==> src/rtl/dba_pkg.sv <==
// shared constants and types of the debug id and permission bank
package dba_pkg;
  // bus geometry
  localparam int unsigned ADDR_W = 12;
  localparam int unsigned DATA_W = 32;
  localparam int unsigned BYTE_W = 8;
  // register byte offsets
  localparam logic [11:0] PERM_OFS = 12'hfb8;
  localparam logic [11:0] CLASS_OFS = 12'hfcc;
  localparam logic [11:0] ID4_OFS = 12'hfd0;
  localparam logic [11:0] ID5_OFS = 12'hfd4;
  localparam logic [11:0] ID6_OFS = 12'hfd8;
  localparam logic [11:0] ID7_OFS = 12'hfdc;
  localparam logic [11:0] ID0_OFS = 12'hfe0;
  localparam logic [11:0] ID1_OFS = 12'hfe4;
  localparam logic [11:0] ID2_OFS = 12'hfe8;
  localparam logic [11:0] ID3_OFS = 12'hfec;
  // slot codes from address decode
  localparam logic [3:0] SLOT_NONE = 4'h0;
  localparam logic [3:0] SLOT_PERM = 4'h1;
  localparam logic [3:0] SLOT_CLASS = 4'h2;
  localparam logic [3:0] SLOT_ID0 = 4'h3;
  localparam logic [3:0] SLOT_ID1 = 4'h4;
  localparam logic [3:0] SLOT_ID2 = 4'h5;
  localparam logic [3:0] SLOT_ID3 = 4'h6;
  localparam logic [3:0] SLOT_ID4 = 4'h7;
  localparam logic [3:0] SLOT_RSVD = 4'h8;
  // permission status bit positions
  localparam int unsigned PERM_NS_INV_EN = 0;
  localparam int unsigned PERM_NS_INV_IMP = 1;
  localparam int unsigned PERM_NS_NINV_EN = 2;
  localparam int unsigned PERM_NS_NINV_IMP = 3;
  localparam int unsigned PERM_S_INV_EN = 4;
  localparam int unsigned PERM_S_INV_IMP = 5;
  localparam int unsigned PERM_S_NINV_EN = 6;
  localparam int unsigned PERM_S_NINV_IMP = 7;
  // fixed field values
  localparam logic [3:0] CLASS_SUB_TYPE = 4'h1;
  localparam logic [3:0] CLASS_MAIN = 4'h5;
  localparam logic [3:0] BLOCK_COUNT = 4'h0;
  localparam logic ID2_FIXED_ONE = 1'b1;
  // values after reset, synchroniser depth and enable width
  localparam logic [31:0] RDATA_RST = 32'h0000_0000;
  localparam logic SYNC_RST = 1'b0;
  localparam int unsigned SYNC_STAGES = 3;
  localparam int unsigned EN_W = 4;

  // the four debug enable levels
  typedef struct packed {
    logic inv;
    logic noninv;
    logic sec_inv;
    logic sec_noninv;
  } dba_enables_t;

  // one cycle of the register port
  typedef struct packed {
    logic [11:0] addr;
    logic [31:0] wdata;
    logic wr;
    logic rd;
  } dba_bus_req_t;

  // read answer phase
  typedef enum logic [1:0] {
    DBA_IDLE = 2'b01,
    DBA_ANSWER = 2'b10
  } dba_state_t;
endpackage : dba_pkg

==> src/rtl/dba_sync.sv <==
// three stage input synchroniser with agreement filter
`timescale 1ns/100ps
module dba_sync #(
  parameter int W = 4
) (
  input wire logic clk,
  input wire logic rst,
  input wire logic [W-1:0] async_in,
  output logic [W-1:0] filt_out
);
  logic [W-1:0] s1_r;
  logic [W-1:0] s2_r;
  logic [W-1:0] s3_r;

  // widths the chain cannot serve
  if (W < 1) begin : g_chk_w
    $error("W must be at least 1");
  end

  // one chain per bit; output follows once stages two and three agree
  for (genvar i = 0; i < W; i++) begin : g_bit
    always_ff @(posedge clk or posedge rst) begin
      if (rst) begin
        s1_r[i] <= dba_pkg::SYNC_RST;
        s2_r[i] <= dba_pkg::SYNC_RST;
        s3_r[i] <= dba_pkg::SYNC_RST;
        filt_out[i] <= dba_pkg::SYNC_RST;
      end else begin
        s1_r[i] <= async_in[i];
        s2_r[i] <= s1_r[i];
        s3_r[i] <= s2_r[i];
        if (s2_r[i] == s3_r[i]) begin
          filt_out[i] <= s3_r[i];
        end
      end
    end
  end

  // filtered level holds while the late stages disagree
  filt_hold_a: assert property (@(posedge clk) disable iff (rst)
    (s2_r != s3_r) |=> ((filt_out ^ $past(filt_out)) &
      $past(s2_r ^ s3_r)) == '0)
    else $error("filtered input moved while stages disagreed");
endmodule : dba_sync

==> src/rtl/dba_perm.sv <==
// forms the permission status word from the enable levels
`timescale 1ns/100ps
module dba_perm #(
  parameter bit SEC_EXT = 1'b1
) (
  input dba_pkg::dba_enables_t en,
  output logic [31:0] status
);
  // bit map differs with and without security extensions
  always_comb begin
    status = '0;
    if (SEC_EXT) begin
      status[dba_pkg::PERM_NS_INV_EN] = en.inv;
      status[dba_pkg::PERM_NS_NINV_EN] = en.inv | en.noninv;
      status[dba_pkg::PERM_S_INV_EN] = en.inv & en.sec_inv;
      status[dba_pkg::PERM_S_NINV_EN] = (en.inv | en.noninv) &
        (en.sec_inv | en.sec_noninv);
      status[dba_pkg::PERM_NS_INV_IMP] = 1'b1;
      status[dba_pkg::PERM_NS_NINV_IMP] = 1'b1;
      status[dba_pkg::PERM_S_INV_IMP] = 1'b1;
      status[dba_pkg::PERM_S_NINV_IMP] = 1'b1;
    end else begin
      status[dba_pkg::PERM_S_NINV_IMP] = 1'b1;
      status[dba_pkg::PERM_S_INV_IMP] = 1'b1;
      status[dba_pkg::PERM_S_NINV_EN] = en.inv | en.noninv;
      status[dba_pkg::PERM_S_INV_EN] = en.inv;
      // low nibble stays zero here
    end
  end
endmodule : dba_perm

==> src/rtl/dba_regs.sv <==
// read-only debug permission and identification register bank
//
// Chosen here: the address-and-strobe port.
`timescale 1ns/100ps
module dba_regs #(
  parameter int SEC_EXT = 1,
  parameter int PART_NUMBER = 0,
  parameter int DESIGNER_BANK = 0, // arbitrary value
  parameter int DESIGNER_IDENT = 0, // arbitrary value
  parameter int REVISION = 0,
  parameter int FOUNDRY_REVISION = 0,
  parameter int CUSTOMER_MOD = 0
) (
  input wire logic clk,
  input wire logic rst,
  input wire logic [11:0] bus_addr,
  input wire logic [31:0] bus_wdata,
  input wire logic bus_wr,
  input wire logic bus_rd,
  output logic [31:0] bus_rdata,
  input wire logic invasive_debug_enable_in,
  input wire logic noninvasive_debug_enable_in,
  input wire logic secure_invasive_debug_enable_in,
  input wire logic secure_noninvasive_debug_enable_in
);
  // refuse parameter values that do not fit their fields
  if (SEC_EXT < 0 || SEC_EXT > 1) begin : g_chk_sec
    $error("SEC_EXT must be 0 or 1");
  end
  if (PART_NUMBER < 0 || PART_NUMBER > 4095) begin : g_chk_part
    $error("PART_NUMBER must fit 12 bits");
  end
  if (DESIGNER_IDENT < 0 || DESIGNER_IDENT > 127) begin : g_chk_ident
    $error("DESIGNER_IDENT must fit 7 bits");
  end
  if (DESIGNER_BANK < 0 || DESIGNER_BANK > 15) begin : g_chk_bank
    $error("DESIGNER_BANK must fit 4 bits");
  end
  if (REVISION < 0 || REVISION > 15) begin : g_chk_rev
    $error("REVISION must fit 4 bits");
  end
  if (FOUNDRY_REVISION < 0 || FOUNDRY_REVISION > 15) begin : g_chk_frev
    $error("FOUNDRY_REVISION must fit 4 bits");
  end
  if (CUSTOMER_MOD < 0 || CUSTOMER_MOD > 15) begin : g_chk_cmod
    $error("CUSTOMER_MOD must fit 4 bits");
  end

  // field values narrowed to their widths
  localparam logic [11:0] PART_W = 12'(PART_NUMBER);
  localparam logic [3:0] BANK_W = 4'(DESIGNER_BANK);
  localparam logic [6:0] IDENT_W = 7'(DESIGNER_IDENT);
  localparam logic [3:0] REV_W = 4'(REVISION);
  localparam logic [3:0] FREV_W = 4'(FOUNDRY_REVISION);
  localparam logic [3:0] CMOD_W = 4'(CUSTOMER_MOD);
  localparam bit SEC_B = (SEC_EXT == 1);

  // maps a byte address to a register slot
  function automatic logic [3:0] dba_slot(input logic [11:0] a);
    logic [3:0] s;
    s = dba_pkg::SLOT_NONE;
    case (a)
      dba_pkg::PERM_OFS: s = dba_pkg::SLOT_PERM;
      dba_pkg::CLASS_OFS: s = dba_pkg::SLOT_CLASS;
      dba_pkg::ID4_OFS: s = dba_pkg::SLOT_ID4;
      dba_pkg::ID5_OFS: s = dba_pkg::SLOT_RSVD;
      dba_pkg::ID6_OFS: s = dba_pkg::SLOT_RSVD;
      dba_pkg::ID7_OFS: s = dba_pkg::SLOT_RSVD;
      dba_pkg::ID0_OFS: s = dba_pkg::SLOT_ID0;
      dba_pkg::ID1_OFS: s = dba_pkg::SLOT_ID1;
      dba_pkg::ID2_OFS: s = dba_pkg::SLOT_ID2;
      dba_pkg::ID3_OFS: s = dba_pkg::SLOT_ID3;
      default: s = dba_pkg::SLOT_NONE;
    endcase
    return s;
  endfunction : dba_slot

  dba_pkg::dba_bus_req_t req;
  dba_pkg::dba_enables_t en_raw;
  dba_pkg::dba_enables_t en_f;
  logic [3:0] en_f_bits;
  logic [31:0] perm_word;
  logic [7:0] id_byte [0:4];
  logic [31:0] class_word;
  logic [31:0] rdata_nxt;
  logic [31:0] rdata_r;
  dba_pkg::dba_state_t state_r;
  dba_pkg::dba_state_t state_nxt;

  // gather port signals into carriers
  assign req.addr = bus_addr;
  assign req.wdata = bus_wdata; // never stored
  assign req.wr = bus_wr;
  assign req.rd = bus_rd;
  assign en_raw.inv = invasive_debug_enable_in;
  assign en_raw.noninv = noninvasive_debug_enable_in;
  assign en_raw.sec_inv = secure_invasive_debug_enable_in;
  assign en_raw.sec_noninv = secure_noninvasive_debug_enable_in;
  assign en_f = en_f_bits;

  // enable pins cross into the clock domain
  dba_sync #(
    .W(dba_pkg::EN_W)
  ) u_sync (
    .clk(clk),
    .rst(rst),
    .async_in(en_raw),
    .filt_out(en_f_bits)
  );

  // permission word from the filtered enables
  dba_perm #(
    .SEC_EXT(SEC_B)
  ) u_perm (
    .en(en_f),
    .status(perm_word)
  );

  // fixed identification bytes
  assign id_byte[0] = PART_W[7:0];
  assign id_byte[1] = {IDENT_W[3:0], PART_W[11:8]};
  assign id_byte[2] = {REV_W, dba_pkg::ID2_FIXED_ONE,
    IDENT_W[6:4]};
  assign id_byte[3] = {FREV_W, CMOD_W};
  assign id_byte[4] = {dba_pkg::BLOCK_COUNT, BANK_W};
  assign class_word = {24'h00_0000, dba_pkg::CLASS_SUB_TYPE,
    dba_pkg::CLASS_MAIN};

  // read data selected by slot, zero for unmapped
  always_comb begin
    rdata_nxt = dba_pkg::RDATA_RST;
    if (req.rd) begin
      case (dba_slot(req.addr))
        dba_pkg::SLOT_PERM: rdata_nxt = perm_word;
        dba_pkg::SLOT_CLASS: rdata_nxt = class_word;
        dba_pkg::SLOT_ID4: rdata_nxt = {24'h00_0000, id_byte[4]};
        dba_pkg::SLOT_RSVD: rdata_nxt = dba_pkg::RDATA_RST;
        dba_pkg::SLOT_ID0: rdata_nxt = {24'h00_0000, id_byte[0]};
        dba_pkg::SLOT_ID1: rdata_nxt = {24'h00_0000, id_byte[1]};
        dba_pkg::SLOT_ID2: rdata_nxt = {24'h00_0000, id_byte[2]};
        dba_pkg::SLOT_ID3: rdata_nxt = {24'h00_0000, id_byte[3]};
        default: rdata_nxt = dba_pkg::RDATA_RST;
      endcase
    end
  end

  // answer phase follows each read strobe
  always_comb begin
    state_nxt = state_r;
    case (state_r)
      dba_pkg::DBA_IDLE: begin
        if (req.rd) begin
          state_nxt = dba_pkg::DBA_ANSWER;
        end
      end
      dba_pkg::DBA_ANSWER: begin
        if (!req.rd) begin
          state_nxt = dba_pkg::DBA_IDLE;
        end
      end
      default: state_nxt = dba_pkg::DBA_IDLE;
    endcase
  end

  // answer state register
  always_ff @(posedge clk or posedge rst) begin
    if (rst) begin
      state_r <= dba_pkg::DBA_IDLE;
    end else begin
      state_r <= state_nxt;
    end
  end

  // read data register, cleared outside the answer cycle
  always_ff @(posedge clk or posedge rst) begin
    if (rst) begin
      rdata_r <= dba_pkg::RDATA_RST;
    end else begin
      rdata_r <= rdata_nxt; // write strobe has no path here
    end
  end

  assign bus_rdata = rdata_r;

  // permission bit 0 follows invasive enable with extensions
  perm_bit0_a: assert property (@(posedge clk) disable iff (rst)
    (SEC_B && bus_rd && bus_addr == dba_pkg::PERM_OFS) |=>
      bus_rdata[0] == $past(en_f.inv))
    else $error("permission bit 0 wrong");

  // permission bit 2 is set by the invasive or the noninvasive enable
  perm_bit2_a: assert property (@(posedge clk) disable iff (rst)
    (SEC_B && bus_rd && bus_addr == dba_pkg::PERM_OFS) |=>
      bus_rdata[2] == ($past(en_f.inv) | $past(en_f.noninv)))
    else $error("permission bit 2 wrong");

  // permission bit 4 needs both invasive enables
  perm_bit4_a: assert property (@(posedge clk) disable iff (rst)
    (SEC_B && bus_rd && bus_addr == dba_pkg::PERM_OFS) |=>
      bus_rdata[4] == ($past(en_f.inv) & $past(en_f.sec_inv)))
    else $error("permission bit 4 wrong");

  // permission bit 6 combines both pairs
  perm_bit6_a: assert property (@(posedge clk) disable iff (rst)
    (SEC_B && bus_rd && bus_addr == dba_pkg::PERM_OFS) |=>
      bus_rdata[6] == (($past(en_f.inv) | $past(en_f.noninv)) &
      ($past(en_f.sec_inv) | $past(en_f.sec_noninv))))
    else $error("permission bit 6 wrong");

  // fixed permission bits with extensions
  perm_fixed_a: assert property (@(posedge clk) disable iff (rst)
    (SEC_B && bus_rd && bus_addr == dba_pkg::PERM_OFS) |=>
      bus_rdata[31:8] == 24'h00_0000 &&
      {bus_rdata[7], bus_rdata[5], bus_rdata[3], bus_rdata[1]} ==
      4'hf)
    else $error("fixed permission bits wrong");

  // permission layout without extensions
  perm_nosec_a: assert property (@(posedge clk) disable iff (rst)
    (!SEC_B && bus_rd && bus_addr == dba_pkg::PERM_OFS) |=>
      bus_rdata[7] && bus_rdata[5] &&
      bus_rdata[6] == ($past(en_f.inv) | $past(en_f.noninv)) &&
      bus_rdata[4] == $past(en_f.inv))
    else $error("permission upper nibble wrong");

  // low nibble zero without extensions
  perm_low_a: assert property (@(posedge clk) disable iff (rst)
    (!SEC_B && bus_rd && bus_addr == dba_pkg::PERM_OFS) |=>
      bus_rdata[3:0] == 4'h0)
    else $error("permission low nibble not zero");

  // class code read back
  class_read_a: assert property (@(posedge clk) disable iff (rst)
    (bus_rd && bus_addr == dba_pkg::CLASS_OFS) |=>
      bus_rdata == 32'h0000_0015)
    else $error("class code wrong");

  // id words carry data in the low byte only
  id_upper_a: assert property (@(posedge clk) disable iff (rst)
    (bus_rd && bus_addr >= dba_pkg::ID4_OFS &&
      bus_addr <= dba_pkg::ID3_OFS) |=>
      bus_rdata[31:8] == 24'h00_0000)
    else $error("id word upper bits not zero");

  // reserved id slots read zero
  id_rsvd_a: assert property (@(posedge clk) disable iff (rst)
    (bus_rd && dba_slot(bus_addr) == dba_pkg::SLOT_RSVD) |=>
      bus_rdata == 32'h0000_0000)
    else $error("reserved id slot not zero");

  // byte four shows zero count and bank code
  id_four_a: assert property (@(posedge clk) disable iff (rst)
    (bus_rd && bus_addr == dba_pkg::ID4_OFS) |=>
      bus_rdata[7:4] == 4'h0 && bus_rdata[3:0] == BANK_W)
    else $error("byte four wrong");

  // part number split over bytes zero and one
  id_part_a: assert property (@(posedge clk) disable iff (rst)
    (bus_rd && bus_addr == dba_pkg::ID0_OFS) ##1
      (bus_rd && bus_addr == dba_pkg::ID1_OFS) |=>
      {bus_rdata[3:0], $past(bus_rdata[7:0])} == PART_W &&
      bus_rdata[7:4] == IDENT_W[3:0])
    else $error("part number or identity split wrong");

  // byte two layout
  id_two_a: assert property (@(posedge clk) disable iff (rst)
    (bus_rd && bus_addr == dba_pkg::ID2_OFS) |=>
      bus_rdata[7:0] == {REV_W, 1'b1, IDENT_W[6:4]})
    else $error("byte two wrong");

  // byte three layout
  id_three_a: assert property (@(posedge clk) disable iff (rst)
    (bus_rd && bus_addr == dba_pkg::ID3_OFS) |=>
      bus_rdata[7:0] == {FREV_W, CMOD_W})
    else $error("byte three wrong");

  // a write alone never produces read data
  write_ignored_a: assert property (@(posedge clk) disable iff (rst)
    (bus_wr && !bus_rd) |=> bus_rdata == 32'h0000_0000 &&
      state_r == dba_pkg::DBA_IDLE)
    else $error("write disturbed read data");

  // read data stand only in the answer cycle
  answer_only_a: assert property (@(posedge clk) disable iff (rst)
    (state_r == dba_pkg::DBA_IDLE) |-> bus_rdata == 32'h0000_0000)
    else $error("read data outside answer cycle");

  // a read strobe opens the answer phase
  read_answer_a: assert property (@(posedge clk) disable iff (rst)
    bus_rd |=>
      state_r == dba_pkg::DBA_ANSWER)
    else $error("no answer phase after read");

  // answer stands one cycle only
  answer_drop_a: assert property (@(posedge clk) disable iff (rst)
    (bus_rd ##1 !bus_rd) |=>
      bus_rdata == 32'h0000_0000)
    else $error("read data outlived its cycle");

  // unmapped and misaligned addresses read zero
  unmapped_zero_a: assert property (@(posedge clk) disable iff (rst)
    (bus_rd && dba_slot(bus_addr) == dba_pkg::SLOT_NONE) |=>
      bus_rdata == 32'h0000_0000)
    else $error("unmapped address read nonzero");

  // byte zero holds the low part bits
  id_zero_a: assert property (@(posedge clk) disable iff (rst)
    (bus_rd && bus_addr == dba_pkg::ID0_OFS) |=>
      bus_rdata[7:0] == PART_W[7:0])
    else $error("byte zero wrong");

  // byte one: identity low bits over part high bits
  id_one_a: assert property (@(posedge clk) disable iff (rst)
    (bus_rd && bus_addr == dba_pkg::ID1_OFS) |=>
      bus_rdata[7:0] == {IDENT_W[3:0], PART_W[11:8]})
    else $error("byte one wrong");

  // reserved high bits without extensions
  perm_upper_a: assert property (@(posedge clk) disable iff (rst)
    (!SEC_B && bus_rd && bus_addr == dba_pkg::PERM_OFS) |=>
      bus_rdata[31:8] == 24'h00_0000)
    else $error("permission upper bits not zero");
endmodule : dba_regs

==> config.mk <==
export PLATFORM = sky130hd
export DESIGN_NAME = dba_regs
export DESIGN_NICKNAME = d
export VERILOG_FILES = /design/src/rtl/dba_pkg.sv /design/src/rtl/dba_sync.sv /design/src/rtl/dba_perm.sv /design/src/rtl/dba_regs.sv
export SDC_FILE = /design/constraint.sdc
export NUM_CORES = 1
export LEC_CHECK = 0
export BUFFER_PORTS_ARGS = -buffer_cell sky130_fd_sc_hd__buf_2
export CAP_MARGIN = 25
export CORE_ASPECT_RATIO = 1.5
export CORE_MARGIN = 5
export CORE_UTILIZATION = 36
export DETAILED_ROUTE_END_ITERATION = 8
export PLACE_DENSITY_LB_ADDON = 0.2
export SLEW_MARGIN = 20
export SYNTH_ARGS = -nofsm -noshare
export SYNTH_HDL_FRONTEND = slang
export SYNTH_SLANG_ARGS = --single-unit
==> constraint.sdc <==
create_clock -name clk -period 1.03 [get_ports clk]
set_input_delay 0.206 -clock clk [delete_from_list [all_inputs] [get_ports clk]]
set_output_delay 0.206 -clock clk [all_outputs]
set_load 0.01 [all_outputs]
## After elaboration in Yosys (flattened, before gate mapping)

Index checks and enable logic that the tools add are counted.
Widths: inputs -> output; s select.

| storage, ports and cells | value |
|---|---|
| flip-flop bits (word level) | 48 |
| logic and storage cells | 43 |
| output and inout bits | 32 |

| operators by class | value |
|---|---|
| bitwise logic cells | 4 |
| mux-type cells | 4 |
| equal/unequal tests | 17 |
| reduce and logical (&&, ||, !) cells | 1 |

Operators by type and width:

| kind | count |
|---|---|
| $eq 12x12->1 const B | 10 |
| $pmux 4 s8 | 1 |
| $pmux 8 s3 | 1 |
| $mux 8 | 1 |
| $eq 1x1->1 | 4 |
| $eq 4x1->1 const B | 1 |
| $eq 4x2->1 const B | 1 |
| $eq 4x3->1 const B | 1 |
| $mux 4 | 1 |
| $reduce_or 3->1 | 1 |
| $and 1x1->1 | 2 |
| $or 1x1->1 | 2 |

## Longest topological paths before layout

| logic depth | value |
|---|---|
| word-level depth | 7 |
| mapped depth | 3 |

## Cells and area by module

From an unflattened synthesis, not the netlist that was laid out.

| unflattened totals | value |
|---|---|
| cells, all modules | 155 |
| area, all modules | 1,941.9 um^2 |

Modules (own cells, without submodules):

| module | times used | seq. area each (um^2) | area each (um^2) | cells an instance |
|---|---|---|---|---|
| dba_regs | 1 | 800.8 | 1,243.7 | 100 |
| dba_sync | 1 | 400.4 | 449.2 | 21 |
| dba_perm | 1 | 0.0 | 249.0 | 34 |

## Worst setup path after synthesis

Ideal clock, no wire load.

| timing | value |
|---|---|
| kind | register -> register |
| start point | register u_sync.filt_out[3] |
| end point | register rdata_r[2], in the netlist bus_rdata[2] |
| data required time | 0.900 ns |
| cell stages (with the launch flop) | 3 |
| path buffers | 0 |
| arrival | 0.723 ns |
| setup time | 0.130 ns |
| path slack | 0.177 ns |
| period minus slack after synthesis | 0.853 ns |
| path through | dfrtp_1 o221ai_1 a21oi_1 |

| between the ends | value |
|---|---|
| word-level cells in the longest chain between the ends | 3 |

Ends and longest elaborated chain:

| item | RTL line | RTL |
|---|---|---|
| from (decl) | dba_sync.sv:9 | `output logic [W-1:0] filt_out` |
| from (signal, indexed assignment) | dba_sync.sv:27 | `filt_out[i] <= dba_pkg::SYNC_RST;` |
| from (signal, indexed assignment) | dba_sync.sv:33 | `filt_out[i] <= s3_r[i];` |
| $or 1x1->1 | dba_perm.sv:14 | `status[dba_pkg::PERM_NS_NINV_EN] = en.inv \| en.noninv;` |
| $pmux 8 s3 | dba_regs.sv:133 | `case (dba_slot(req.addr))` |
| $mux 8 | dba_regs.sv:132 | `if (req.rd) begin` |
| via rdata_nxt[2] | dba_regs.sv:85 | `logic [31:0] rdata_nxt;` |
| to (signal assigned) | dba_regs.sv:177 | `rdata_r <= dba_pkg::RDATA_RST;` |
| to (signal assigned) | dba_regs.sv:179 | `rdata_r <= rdata_nxt;` |
| to (decl) | dba_regs.sv:86 | `logic [31:0] rdata_r;` |

The timed path passes the listed nets, and every way through them passes these cells.
A chain may end at the register's enable or synchronous reset.

==> results.ini <==
[sta]
rsz0062_at_grt=yes
setup_viol=3
fin_crit_sh_pct=102
drv_slew=0
fin_ws_ns=-0.0244
skew_ns=0.0131
finalHoldViolations=0
fmaxAchievable_mhz=948
min_period_ns=1.05

[synthesis]
yosysSeqAreaShare_pct=58.6
synthCells=74
synth_cell_types=18
ys_seq_elements=22
synthesis.area_um2=940
yosysWarnings=0
avgSynthCellArea_um2=12.7
synth_top_area_share_pct=58.6
yosys-top-cells-area=dfrtp_1 59%, buf_4 21%, maj3_1 4.3%
synth_top_cell_by_area=dfrtp_1

[worst_setup_path]
path_cells=buf_2
path_delay_family=flip-flops
crit_path_max_fanout=3
crit_type=reg2out
crit_buf_inv=1
slowest_stage=dfrtp_1
startpoint_type=flop
critPathCaptureType=primary output
cp_slowest_stage_delay_ns=0.40
required_ns=0.82
arrival_ns=0.85

[detailed_routing]
ant_nets=0
drcViolationCount=0
routed_wl_mm=1.40
dr.first_iter.drc_count=7
via_per_inst=4.17
drt-wirelength-per-cell_um=10.7
drt_pass1_iterations=2
vias=546

[cells_and_area]
final_area_um2=1080
final_common_cell=buf_2
drive_above_1_share_pct=32.7
most-common-layout-cells=26 x buf_2, 24 x conb_1, 22 x dfrtp_1
final_nets=160
num_antenna_cells=0
fin_util_pct=43.8
syn2layout_area_growth_pct=15.4

[flow_run]
drv_cap=0

[floorplan]
ios=84
die_w_um=51.7
core_region_area_um2=2480
die_y_um=72.6
core.rowCount=22
die-area_um2=3750
initial_core_util_pct=37.9

[worst_hold_path]
hp-class=in2reg

[outcome]
status=finished, violations left
violations=negative setup slack

[clocking]
root_buffer=clkbuf_4
cts-resized-gates=0
post_cts_buffers=0
cts_tree=yes
cts-buffers-inserted=3
clkSinkCount=22
worstSkewPairLatency_ns=0.30
h-tree-depth=1
clk_pin_slew_ns=0.12
clockBufferDepth=2

[pwr]
vdd_drop_max_uv=669
powerDensity_nw_per_um2=1420
sequentialPowerShare_pct=60.1
p_clk_share_pct=30.1
pwr-share-comb_pct=9.7
intPower_uw=1180
switching_power_uw=356
leakage_uw=0.000569
p_sw_share_pct=23.2

[place]
postPlaceCellArea_um2=998
hpwl_mm=1.10
gp_congestion=0.770
io_buffers=26

[global_route]
grt_max_degree=23
grt.total_usage_pct=7.94
grt_pass1_vias=499
antenna_found_initial=0
grt_pass1_wl_mm=2.17
grt_overflow=0

sequential cells by signal, summed over array words and instances, names as in the netlist:
name	cells
u_sync.s2_r	4
bus_rdata	6
u_sync.s3_r	4
u_sync.s1_r	4
u_sync.filt_out	4
worst reg2reg max path, delay by kind of cell, from the launching register on:
| kind | cells | cell delay (ns) |
|---|---|---|
| DFF | 1 | 0.43 |
| AOI/OAI and AO/OA | 2 | 0.40 |
cell usage after synthesis:
cell	number
a21oi_1	3
and2b_1	2
and4_1	1
buf_4	26
conb_1	1
dfrtp_1	22
inv_1	1
maj3_1	4
nand3b_1	1
nand4_2	1
nor2_1	3
nor2b_1	1
nor3_2	1
nor3b_2	2
o2111ai_1	1
o211ai_1	1
o21ai_0	2
o221ai_1	1
metrics by stage:
| stage | hold slack [ns] | cells | TNS, ns | power [µW] | setup slack (ns) |
|---|---|---|---|---|---|
| after floorplan | 0.195 | 97 | 0 | 1090 | 0.177 |
| after global placement | 0.245 | 122 | -0.00129 | 1070 | -0.00129 |
| after detailed placement | 0.251 | 122 | -0.0276 | 1080 | -0.0166 |
| after CTS | 0.212 | 131 | -0.115 | 1550 | -0.0339 |
| after global routing | 0.220 | 131 | -0.313 | 1610 | -0.0697 |
| final | 0.218 | 131 | -0.0703 | 1540 | -0.0244 |
layer usage:
metal  track usage (%)  vias to the layer above  part of all wire [%]
li1                  -                      264                     -
met1              8.24                      254                    32
met2              13.3                       24                    56
met3              2.04                        4                   9.6
met4              6.12                        0                   2.6
met5                 0                        -                     0
repair_timing:
action,4_1_cts,5_1_grt
endpoints found under the setup margin,4,8
hold buffers,5,0
endpoints found under the hold margin,26,0
power groups by stage:
stage / clock [µW] / sequential, µW / combinational [µW]
finish: 463 / 924 / 149
floorplan: 0 / 935 / 153
CTS: 478 / 924 / 149
global placement: 0 / 940 / 130
global route: 513 / 928 / 170
detailed placement: 0 / 941 / 134
path summary, 6_finish.rpt:
path / from / end / slack [ns] / cells after the start
max: bus_rdata[5] / bus_rdata[7] / -0.02 / 1
min: bus_addr[11] / bus_rdata[0] / 0.22 / 3
min reg2reg: u_sync.s1_r[2] / u_sync.s2_r[2] / 0.36 / 0
min in group asynchronous: rst / u_sync.s1_r[1] / 0.45 / 4
max in group asynchronous: rst / bus_rdata[6] / 0.35 / 4
max reg2reg: u_sync.filt_out[3] / bus_rdata[2] / 0.09 / 2
cells by family after synthesis:
| group | Yosys count | share of synthesized area, % |
|---|---|---|
| compound gates | 8 | 5.33 |
| fa+ha+maj | 4 | 4.26 |
| buf+inv | 27 | 21.2 |
| flops | 22 | 58.6 |
| other cells | 1 | 0.399 |
| simple gates | 12 | 10.3 |
final cells by class:
type / instances / area [µm²]
Sequential cell: 22 / 551
Multi-Input combinational cell: 48 / 277
Fill cell: 240 / 1390
Clock buffer: 4 / 36.3
Tap cell: 24 / 30.0
Inverter: 1 / 3.75
Timing Repair Buffer: 32 / 188
No activity file was read; power rests on OpenSTA's default activity.
